===== config.mk =====
export PLATFORM = sky130hd
export DESIGN_NAME = essp_policy
export DESIGN_NICKNAME = d
export VERILOG_FILES = /design/src/essp_pkg.sv /design/src/essp_policy.sv /design/src/essp_section_query.sv
export SDC_FILE = /design/constraint.sdc
export NUM_CORES = 2
export LEC_CHECK = 0
export BUFFER_PORTS_ARGS = -buffer_cell sky130_fd_sc_hd__buf_2
export CAP_MARGIN = 20
export CORE_AREA = 4 4 658 660
export CTS_BUF_LIST = sky130_fd_sc_hd__clkbuf_4
export CTS_CLUSTER_DIAMETER = 50
export CTS_CLUSTER_SIZE = 40
export DETAILED_ROUTE_END_ITERATION = 7
export DIE_AREA = 0 0 662 664
export HOLD_SLACK_MARGIN = 0.06
export PLACE_DENSITY = 0.32
export SYNTH_ARGS = -nofsm -noshare
export SYNTH_HDL_FRONTEND = slang
export SYNTH_SLANG_ARGS = --single-unit

===== constraint.sdc =====
create_clock -name clk -period 9.5 [get_ports clk]
set_input_delay 1.9 -clock clk [delete_from_list [all_inputs] [get_ports clk]]
set_output_delay 1.9 -clock clk [all_outputs]
set_load 0.005 [all_outputs]

===== src/essp_pkg.sv =====
// Shared constants and types for the enclave shadow-stack policy block
package essp_pkg;

  // Section query word layout
  localparam int TYPE_LSB     = 0;
  localparam int TYPE_MSB     = 3;
  localparam int ADDR_LO_LSB  = 12;
  localparam int ADDR_LO_MSB  = 31;
  localparam int ADDR_HI_LSB  = 32;
  localparam int ADDR_HI_MSB  = 51;
  localparam int HI_FIELD_W   = 20;
  localparam logic [3:0] SECT_INVALID  = 4'h0;
  localparam logic [3:0] SECT_VALID    = 4'h1;
  localparam logic [3:0] PROT_NONE     = 4'h0;
  localparam logic [3:0] PROT_CONF_INT = 4'h1;
  localparam logic [3:0] PROT_CONF     = 4'h2;
  localparam int FIRST_SECT_LEAF = 2;

  // Page geometry
  localparam int PAGE_SHIFT            = 12;
  localparam logic [63:0] PAGE_BYTES   = 64'h0000_0000_0000_1000;
  localparam logic [11:0] TOKEN_OFFSET = 12'hff8;
  localparam int TOKEN_BYTES           = 8;

  // Page types held in the page map
  typedef enum logic [2:0] {
    essp_pt_reg,
    essp_pt_thr,
    essp_pt_sh_first,
    essp_pt_sh_rest,
    essp_pt_other
  } essp_page_type;

  // Access kinds
  typedef enum logic [2:0] {
    essp_acc_load,
    essp_acc_store,
    essp_acc_ss_load,
    essp_acc_ss_store,
    essp_acc_fetch
  } essp_access_type;

  // Page operations
  typedef enum logic [2:0] {
    essp_op_none,
    essp_op_static_add,
    essp_op_dyn_alloc,
    essp_op_accept,
    essp_op_accept_copy,
    essp_op_restrict,
    essp_op_extend
  } essp_op_type;

  // Access classification
  typedef enum logic [1:0] {
    essp_cls_non_enclave,
    essp_cls_direct,
    essp_cls_leaf
  } essp_class_type;

  // Mode transitions
  typedef enum logic [2:0] {
    essp_tr_none,
    essp_tr_enter,
    essp_tr_resume,
    essp_tr_exit,
    essp_tr_async_exit,
    essp_tr_other
  } essp_trans_type;

endpackage


===== src/essp_policy.sv =====
// Enclave shadow-stack policy: access checks, page operations, entry and exit state
//
`timescale 1ns/1ps
module essp_policy
#(
  parameter int SECTIONS = 2,
  parameter int CFP_W    = 64
)
(
  input  wire logic                   clk,
  input  wire logic                   rst,
  // Section query
  input  wire logic                   query_valid,
  input  wire logic [31:0]            query_subleaf,
  input  wire logic [SECTIONS*52-1:0] sect_base,
  input  wire logic [SECTIONS*52-1:0] sect_size,
  input  wire logic [SECTIONS*4-1:0]  sect_prot,
  output logic                        result_valid,
  output logic [31:0]                 first_output_word,
  output logic [31:0]                 second_output_word,
  output logic [31:0]                 third_output_word,
  output logic [31:0]                 fourth_output_word,
  // Enclave range
  input  wire logic [63:0]            range_base,
  input  wire logic [63:0]            range_limit,
  // Memory access check
  input  wire logic                   acc_valid,
  input  wire logic                   acc_in_enclave,
  input  wire logic                   acc_leaf_init,
  input  wire essp_pkg::essp_access_type acc_kind,
  input  wire logic [63:0]            acc_addr,
  input  wire logic                   acc_translates_protected,
  input  wire essp_pkg::essp_page_type acc_page_type,
  input  wire logic [63:0]            acc_rdata,
  output logic                        chk_valid,
  output logic                        chk_fault,
  output logic                        chk_drop_write,
  output logic [63:0]                 chk_rdata,
  output essp_pkg::essp_class_type    chk_class,
  // Branch-target marker miss
  input  wire logic                   marker_miss,
  input  wire logic [63:0]            marker_addr,
  output logic                        bitmap_valid,
  output logic [51:0]                 bitmap_index,
  // Page operations
  input  wire logic                   op_valid,
  input  wire essp_pkg::essp_op_type  op_kind,
  input  wire essp_pkg::essp_page_type op_page_type,
  input  wire logic [63:0]            op_page_addr,
  input  wire logic                   op_param_present,
  input  wire logic                   op_perm_rw,
  input  wire logic                   op_content_zero,
  input  wire logic [63:0]            op_token,
  input  wire logic [63:0]            op_saved_ptr,
  output logic                        op_done,
  output logic                        op_reject,
  output essp_pkg::essp_page_type     op_result_type,
  output logic                        token_write,
  output logic [63:0]                 token_addr,
  output logic [63:0]                 token_data,
  // Mode transitions
  input  wire logic                   tr_valid,
  input  wire essp_pkg::essp_trans_type tr_kind,
  input  wire logic [CFP_W-1:0]       host_cfp,
  input  wire logic [CFP_W-1:0]       enclave_cfp_in,
  input  wire logic [63:0]            thr_saved_ptr,
  input  wire logic [63:0]            cur_ssp,
  output logic                        in_enclave,
  output logic                        tr_reject,
  output logic [CFP_W-1:0]            active_cfp,
  output logic [63:0]                 ssp_out,
  output logic                        thr_ptr_write,
  output logic [63:0]                 thr_ptr_data,
  output logic                        frame_write,
  output logic [CFP_W-1:0]            frame_data
);
  import essp_pkg::*;

  // Refuse unusable widths
  if (CFP_W < 1)
    $error("CFP_W must be positive");

  // Address inside the protected linear range
  function automatic logic in_range(input logic [63:0] a);
    return (a >= range_base) && (a <= range_limit);
  endfunction

  // Page at either end of the range
  function automatic logic at_range_edge(input logic [63:0] a);
    return (a[63:PAGE_SHIFT] == range_base[63:PAGE_SHIFT]) ||
           (a[63:PAGE_SHIFT] == range_limit[63:PAGE_SHIFT]);
  endfunction

  function automatic logic is_shadow(input essp_page_type t);
    return (t == essp_pt_sh_first) || (t == essp_pt_sh_rest);
  endfunction

  // Section report lives in its own module
  essp_section_query #(.SECTIONS(SECTIONS)) u_query
  (
    .clk                (clk),
    .rst                (rst),
    .query_valid        (query_valid),
    .query_subleaf      (query_subleaf),
    .sect_base          (sect_base),
    .sect_size          (sect_size),
    .sect_prot          (sect_prot),
    .result_valid       (result_valid),
    .first_output_word  (first_output_word),
    .second_output_word (second_output_word),
    .third_output_word  (third_output_word),
    .fourth_output_word (fourth_output_word)
  );

  // Access classification and permission check
  logic           next_fault;
  logic           next_drop;
  logic [63:0]    next_rdata;
  essp_class_type next_class;
  logic           a_in_range;
  logic           is_ss;

  always_comb
  begin
    a_in_range = in_range(acc_addr);
    is_ss      = (acc_kind == essp_acc_ss_load) || (acc_kind == essp_acc_ss_store);
    next_fault = 1'b0;
    next_drop  = 1'b0;
    next_rdata = acc_rdata;
    if (acc_in_enclave && a_in_range)
      next_class = essp_cls_direct;
    else if (acc_leaf_init)
      next_class = essp_cls_leaf;
    else
      next_class = essp_cls_non_enclave;
    if (acc_in_enclave)
    begin
      if (is_ss && !a_in_range)
        next_fault = 1'b1;
      if (a_in_range && !acc_translates_protected)
        next_fault = 1'b1;
      if (a_in_range && is_shadow(acc_page_type) && acc_kind == essp_acc_store)
        next_fault = 1'b1;
      if (a_in_range && is_ss && !is_shadow(acc_page_type))
        next_fault = 1'b1;
    end
    else if (!acc_leaf_init && acc_translates_protected)
    begin
      // Secrecy over usefulness: reads see all ones, writes vanish
      next_rdata = 64'hffff_ffff_ffff_ffff;
      next_drop  = (acc_kind == essp_acc_store) || (acc_kind == essp_acc_ss_store);
    end
  end

  always_ff @(posedge clk)
  begin
    if (rst)
    begin
      chk_valid      <= 1'b0;
      chk_fault      <= 1'b0;
      chk_drop_write <= 1'b0;
      chk_rdata      <= 64'h0;
      chk_class      <= essp_cls_non_enclave;
    end
    else
    begin
      chk_valid <= acc_valid;
      if (acc_valid)
      begin
        chk_fault      <= next_fault;
        chk_drop_write <= next_drop;
        chk_rdata      <= next_rdata;
        chk_class      <= next_class;
      end
    end
  end

  // Legacy bitmap index from the page offset inside the range
  logic [63:0] marker_off;
  assign marker_off = marker_addr - range_base;

  always_ff @(posedge clk)
  begin
    if (rst)
    begin
      bitmap_valid <= 1'b0;
      bitmap_index <= 52'h0;
    end
    else
    begin
      bitmap_valid <= marker_miss && in_enclave;
      if (marker_miss)
        bitmap_index <= in_enclave ? marker_off[63:PAGE_SHIFT]
                                   : marker_addr[63:PAGE_SHIFT];
    end
  end

  // Page operation checks
  logic          next_reject;
  essp_page_type next_type;
  logic          token_ok;

  always_comb
  begin
    next_reject = 1'b0;
    next_type   = op_page_type;
    token_ok    = (op_token == op_page_addr + PAGE_BYTES);
    case (op_kind)
      essp_op_static_add:
      begin
        if (is_shadow(op_page_type) && at_range_edge(op_page_addr))
          next_reject = 1'b1;
        if (op_page_type == essp_pt_sh_rest && !op_content_zero)
          next_reject = 1'b1;
        // Zero check here excludes the token bytes
        if (op_page_type == essp_pt_sh_first && (!op_content_zero || !token_ok))
          next_reject = 1'b1;
        if (op_page_type == essp_pt_thr && op_saved_ptr != 64'h0)
          next_reject = 1'b1;
      end
      essp_op_dyn_alloc:
      begin
        if (!op_param_present)
          next_type = essp_pt_reg;
        else if (is_shadow(op_page_type) && !op_perm_rw)
          next_reject = 1'b1;
        if (op_param_present && is_shadow(op_page_type) && at_range_edge(op_page_addr))
          next_reject = 1'b1;
      end
      essp_op_accept:
      begin
        if (op_page_type == essp_pt_thr && op_saved_ptr != 64'h0)
          next_reject = 1'b1;
      end
      essp_op_accept_copy, essp_op_restrict, essp_op_extend:
      begin
        if (is_shadow(op_page_type))
          next_reject = 1'b1;
      end
      default:
      begin
        next_reject = 1'b0;
      end
    endcase
  end

  always_ff @(posedge clk)
  begin
    if (rst)
    begin
      op_done        <= 1'b0;
      op_reject      <= 1'b0;
      op_result_type <= essp_pt_reg;
      token_write    <= 1'b0;
      token_addr     <= 64'h0;
      token_data     <= 64'h0;
    end
    else
    begin
      op_done     <= op_valid;
      token_write <= 1'b0;
      if (op_valid)
      begin
        op_reject      <= next_reject;
        op_result_type <= next_type;
        if (op_kind == essp_op_dyn_alloc && !next_reject && next_type == essp_pt_sh_first)
        begin
          token_write <= 1'b1;
          token_addr  <= {op_page_addr[63:PAGE_SHIFT], TOKEN_OFFSET};
          token_data  <= op_page_addr + PAGE_BYTES;
        end
      end
    end
  end

  // Entry and exit: host scratchpad, enclave state, shadow pointer
  logic [CFP_W-1:0] host_scratch;
  logic             next_tr_ok;

  always_comb
  begin
    case (tr_kind)
      essp_tr_enter, essp_tr_resume:
        next_tr_ok = !in_enclave;
      essp_tr_exit, essp_tr_async_exit:
        next_tr_ok = in_enclave;
      default:
        next_tr_ok = 1'b0;
    endcase
  end

  always_ff @(posedge clk)
  begin
    if (rst)
    begin
      in_enclave    <= 1'b0;
      tr_reject     <= 1'b0;
      host_scratch  <= '0;
      active_cfp    <= '0;
      ssp_out       <= 64'h0;
      thr_ptr_write <= 1'b0;
      thr_ptr_data  <= 64'h0;
      frame_write   <= 1'b0;
      frame_data    <= '0;
    end
    else
    begin
      tr_reject     <= tr_valid && !next_tr_ok;
      thr_ptr_write <= 1'b0;
      frame_write   <= 1'b0;
      if (tr_valid && next_tr_ok)
      begin
        if (tr_kind == essp_tr_enter || tr_kind == essp_tr_resume)
        begin
          in_enclave   <= 1'b1;
          host_scratch <= host_cfp;
          active_cfp   <= enclave_cfp_in;
          ssp_out      <= thr_saved_ptr;
        end
        else
        begin
          in_enclave    <= 1'b0;
          active_cfp    <= host_scratch;
          thr_ptr_write <= 1'b1;
          thr_ptr_data  <= cur_ssp;
          if (tr_kind == essp_tr_async_exit)
          begin
            frame_write <= 1'b1;
            frame_data  <= active_cfp;
          end
        end
      end
    end
  end

endmodule


===== src/essp_section_query.sv =====
// Protected page-cache section report for the identification query
`timescale 1ns/1ps
module essp_section_query
#(
  parameter int SECTIONS = 2
)
(
  input  wire logic                 clk,
  input  wire logic                 rst,
  input  wire logic                 query_valid,
  input  wire logic [31:0]          query_subleaf,
  input  wire logic [SECTIONS*52-1:0] sect_base,
  input  wire logic [SECTIONS*52-1:0] sect_size,
  input  wire logic [SECTIONS*4-1:0]  sect_prot,
  output logic                      result_valid,
  output logic [31:0]               first_output_word,
  output logic [31:0]               second_output_word,
  output logic [31:0]               third_output_word,
  output logic [31:0]               fourth_output_word
);
  import essp_pkg::*;

  // Refuse unusable section counts
  if (SECTIONS < 1 || SECTIONS > 64)
    $error("SECTIONS out of range");

  logic [31:0] idx;
  logic        hit;
  logic [51:0] base;
  logic [51:0] size;
  logic [3:0]  prot;

  // Select the section named by the sub-leaf
  always_comb
  begin
    idx  = query_subleaf - 32'(FIRST_SECT_LEAF);
    hit  = (query_subleaf >= 32'(FIRST_SECT_LEAF)) && (idx < 32'(SECTIONS));
    base = '0;
    size = '0;
    prot = PROT_NONE;
    for (int i = 0; i < SECTIONS; i++)
    begin
      if (hit && idx == 32'(i))
      begin
        base = sect_base[i*52 +: 52];
        size = sect_size[i*52 +: 52];
        prot = sect_prot[i*4 +: 4];
      end
    end
  end

  // Registered result words; reserved fields forced to zero
  always_ff @(posedge clk)
  begin
    if (rst)
    begin
      result_valid       <= 1'b0;
      first_output_word  <= 32'h0;
      second_output_word <= 32'h0;
      third_output_word  <= 32'h0;
      fourth_output_word <= 32'h0;
    end
    else
    begin
      result_valid <= query_valid;
      if (query_valid)
      begin
        if (!hit)
        begin
          first_output_word  <= 32'h0;
          second_output_word <= 32'h0;
          third_output_word  <= 32'h0;
          fourth_output_word <= 32'h0;
        end
        else
        begin
          first_output_word  <= {base[ADDR_LO_MSB:ADDR_LO_LSB], 8'h00, SECT_VALID};
          second_output_word <= {12'h000, base[ADDR_HI_MSB:ADDR_HI_LSB]};
          // Unknown protection codes are reported as none: pair is then all zero
          if (prot == PROT_CONF_INT || prot == PROT_CONF)
          begin
            third_output_word  <= {size[ADDR_LO_MSB:ADDR_LO_LSB], 8'h00, prot};
            fourth_output_word <= {12'h000, size[ADDR_HI_MSB:ADDR_HI_LSB]};
          end
          else
          begin
            third_output_word  <= 32'h0;
            fourth_output_word <= 32'h0;
          end
        end
      end
    end
  end

endmodule


==> results.txt <==
The half-perimeter wire length after detailed placement came out at 283600 um. Global routing used 14.31% of the available tracks. The vertical extent of the die came out at 664 um. STA classifies the critical path endpoint as a flip-flop. The DRC violations left came out at 0. The number of routed nets with antenna violations came out at 0. The number of I/O pins is 1689. The violation count after the first detailed-route iteration came out at 2768. The later-pin clock latency in the skew report is 1320 ps. The number of hold buffers added after CTS was 0. In this run, synthesis inferred 0 flip-flops with an integrated enable. The final max-slew violation count came out at 0.

Setup total negative slack on the finished layout was measured at 0 ps. Across the run, the number of max-cap violations was 0. The number of instances in the synthesized netlist is 4538. For this run, the post-layout net count is 7233. The cell area power density is 140.2 nW/um2. Counting every sink on the clock net gives 655.

The fraction of final layout cells with drive strength greater than 1 is 32.34%. The finished cells cover 52600 um2. Traced cell by cell, the critical path runs through buf_2 -> nand4_2 -> nor4_4 -> nand3_1 -> nor2_1 -> xnor2_1 -> a21oi_1 -> a2111oi_0 -> nand4_1 -> o31ai_2 -> and4b_1. The count of synthesis-stage warnings from yosys came out at 0. The non-filler instance count after layout came out at 11880. Setup violations remaining at the end of the flow were counted as 0. In this run the cell area measured after placement is 50060 um2.

The layout overhead on the synthesized area is 45.66%. The die boundary width is 662 um. For this configuration, the core starts out at a cell density of 8.463%.

The proportion of register bits with asynchronous set or reset after synthesis came out at 0%. Hold timing on the final database bottoms out at a slack of 445.0 ps. The average wire length per cell after detail routing is 27.77 um. The slew of the pin with the lowest slew margin is 1259 ps.

The detailed router placed 40810 vias in this run. The data required time at the worst endpoint came out at 10720 ps. The slowest stage of the critical path is the sky130_fd_sc_hd__a2111oi_0 cell. The post-CTS repair timing setup buffer count came out at 0.

The number of library cell types mapped by synthesis is 88. The longest individual stage delay on the worst path came out at 830 ps. The total detailed-routing wirelength is 329800 um. Entering global routing, the biggest net connects 184 pins.

The maximum number of buffers from clock root to sink is 4. Among all flip-flop cells after synthesis, the most frequent one is sky130_fd_sc_hd__dfxtp_1. The floorplan die area came out at 439600 um2.

The part of the cycle the worst path needs came out at 52.01%. The register area share after synthesis is 36.31%. The total area inside the core boundary comes to 426700 um2. The count of instances resized after the clock tree is built came out at 0. At the worst endpoint, the arrival time is 6160 ps. The routability-driven placement congestion ratio came out at 0.8989. The setup clock skew after layout came out at 160.3 ps. The length of the first detailed-routing pass in iterations came out at 6. The total instance count after detailed placement came out at 11520. The number of vias per cell is 3.436. The clock tree from TritonCTS is yes. Signal routing reaches up to met5. The min-delay analysis places its worst path in the category flip-flop to flip-flop. Detailed routing placed a total of 144700 um of wire on met2.

The total grt overflow is 0. The synthesized area per cell came out at 7.957 um2. The clock period minus final worst setup slack is 4941 ps.

STA classifies the critical path startpoint as an input port. Of all nets on the critical path, the largest fanout is 10. Setup repair after global routing left no endpoint under its margin. The number of antenna violations at the first check in global routing is 228. The CTS H-tree depth is 4. The largest vdd supply drop is 0.08401 mV. The run finished with clean final reports. The static leakage is 0.02164 uW. The worst-case headroom to the max-slew limit came out at 15.19%.

Buffers inserted during clock tree synthesis total 161. The global-route wire length before repair is 417300 um. The clock-pin slew reported for the worst setup and hold paths after clock tree synthesis came out at 110 ps. The number of hold-slack violations in the final timing report is 0. The top achievable clock speed is 202.4 MHz. The post-route core utilization is 12.33%.

The mapped cell area came out at 36110 um2. The root buffer cell chosen for the clock tree is sky130_fd_sc_hd__clkbuf_4. The detailed router put a total of 134600 um of wire on met1. Buffers placed on the I/O ports in this run total 1593. The layout has 49900 filler cells.

The flop and latch count out of synthesis is 655. The total number of placement rows is 240. The total length of routed met3 wires came out at 40680 um. The via count of the first global-routing pass came out at 39790. The worst setup path is of the input port to flip-flop kind.
==> power by group <==
part	internal [uW]	total, uW	switching, uW
clock network	1350	2990	1640
registers	2820	2880	51.2
logic	533	1510	975
total	4710	7370	2660
==> cell usage after synthesis (18+ instances only) <==
cell type	count	area, um2
sky130_fd_sc_hd__and3_1	18	112.6
sky130_fd_sc_hd__buf_2	24	120.1
sky130_fd_sc_hd__o31ai_1	68	510.5
sky130_fd_sc_hd__ha_1	192	2402
sky130_fd_sc_hd__buf_4	61	457.9
sky130_fd_sc_hd__a21oi_1	380	1902
sky130_fd_sc_hd__a31oi_1	20	125.1
sky130_fd_sc_hd__nand3_1	160	800.8
sky130_fd_sc_hd__buf_1	24	90.09
sky130_fd_sc_hd__a211oi_1	176	1321
sky130_fd_sc_hd__o21ai_2	31	271.5
sky130_fd_sc_hd__a21o_1	53	397.9
sky130_fd_sc_hd__inv_1	187	701.9
sky130_fd_sc_hd__nand4_1	106	663.1
sky130_fd_sc_hd__xor2_1	57	499.2
sky130_fd_sc_hd__dfxtp_1	655	13110
sky130_fd_sc_hd__clkbuf_1	265	994.7
sky130_fd_sc_hd__o21ai_0	173	865.8
sky130_fd_sc_hd__nand2_1	770	2890
sky130_fd_sc_hd__xnor2_1	196	1717
sky130_fd_sc_hd__mux2i_1	180	1802
sky130_fd_sc_hd__nor3_1	53	265.3
sky130_fd_sc_hd__nor2_1	347	1303
sky130_fd_sc_hd__nor4_1	42	262.8
==> worst paths after layout <==
check / startpoint / endpoint / slack, ps / depth (start not counted)
worst max-delay path: op_page_addr[36] / token_write / 4560 / 11
worst min register to register: u_query.fourth_output_word[9] / u_query.fourth_output_word[9] / 450 / 2
worst min-delay path: u_query.fourth_output_word[9] / u_query.fourth_output_word[9] / 450 / 2
worst max register to register: in_enclave / ssp_out[54] / 6130 / 8
==> worst max-delay path, delay by kind of cell <==
| family | cells | cell delay [ps] |
|---|---|---|
| and+or+nand+nor | 6 | 2320 |
| AOI/OAI and AO/OA | 3 | 1210 |
| buffers and inverters | 1 | 550 |
| xor gates and xnor gates | 1 | 160 |
==> cells by family after synthesis <==
logic type      Yosys count  share of synthesized area, %
compound gates         1069                         18.82
xor+xnor                253                         6.136
fa+ha+maj               192                         6.653
buf+inv                 570                         6.829
flops                   655                         36.31
mux                     182                         5.052
other cells               1                       0.01038
simple gates           1616                         20.19
==> area by class of cell <==
cell class,instances,area (um2),share of cell area [%]
diodes,70,175.2,0.3330
well taps,5687,7116,13.53
inverters,187,706.9,1.344
clock inverters,108,1028,1.955
clock buffers,177,1329,2.526
repair buffers,1634,8335,15.85
multi-input cells,3358,20790,39.53
flip-flops and latches,655,13120,24.94
==> per-layer routing <==
layer	track usage (%)	up-vias
met1	17.13	19390
met4	3.541	104
met5	0	-
li1	-	18930
met3	7.428	549
met2	22.41	1831
==> flip-flops by register name (all words and copies together), names as in the netlist, 2 cells and up <==
register / count
active_cfp: 64
chk_rdata: 64
frame_data: 64
host_scratch: 64
ssp_out: 64
thr_ptr_data: 64
token_data: 64
token_addr: 53
bitmap_index: 52
u_query.third_output_word: 24
u_query.first_output_word: 21
u_query.fourth_output_word: 20
u_query.second_output_word: 20
op_result_type: 3
chk_class: 2
==> stage by stage <==
| stage | total power (uW) | setup WS, ps |
|---|---|---|
| 2_1_floorplan | 3645 | 4890 |
| 3_3_place_gp | 4477 | 3494 |
| 3_5_place_dp | 4471 | 3464 |
| 4_1_cts | 7617 | 4986 |
| 5_1_grt | 7814 | 4682 |
| 6_report | 7373 | 4559 |
==> cells in the final DEF (no fill, tap or decap), drive strengths merged, types with 162 or more instances in the layout <==
cell type  count
a211oi       176
a21oi        380
buf         1634
clkbuf       177
dfxtp        655
ha           192
inv          203
mux2i        180
nand2        770
nand3        162
nor2         348
o21ai        214
xnor2        196
Note: power is estimated with default switching activity, not from simulation.
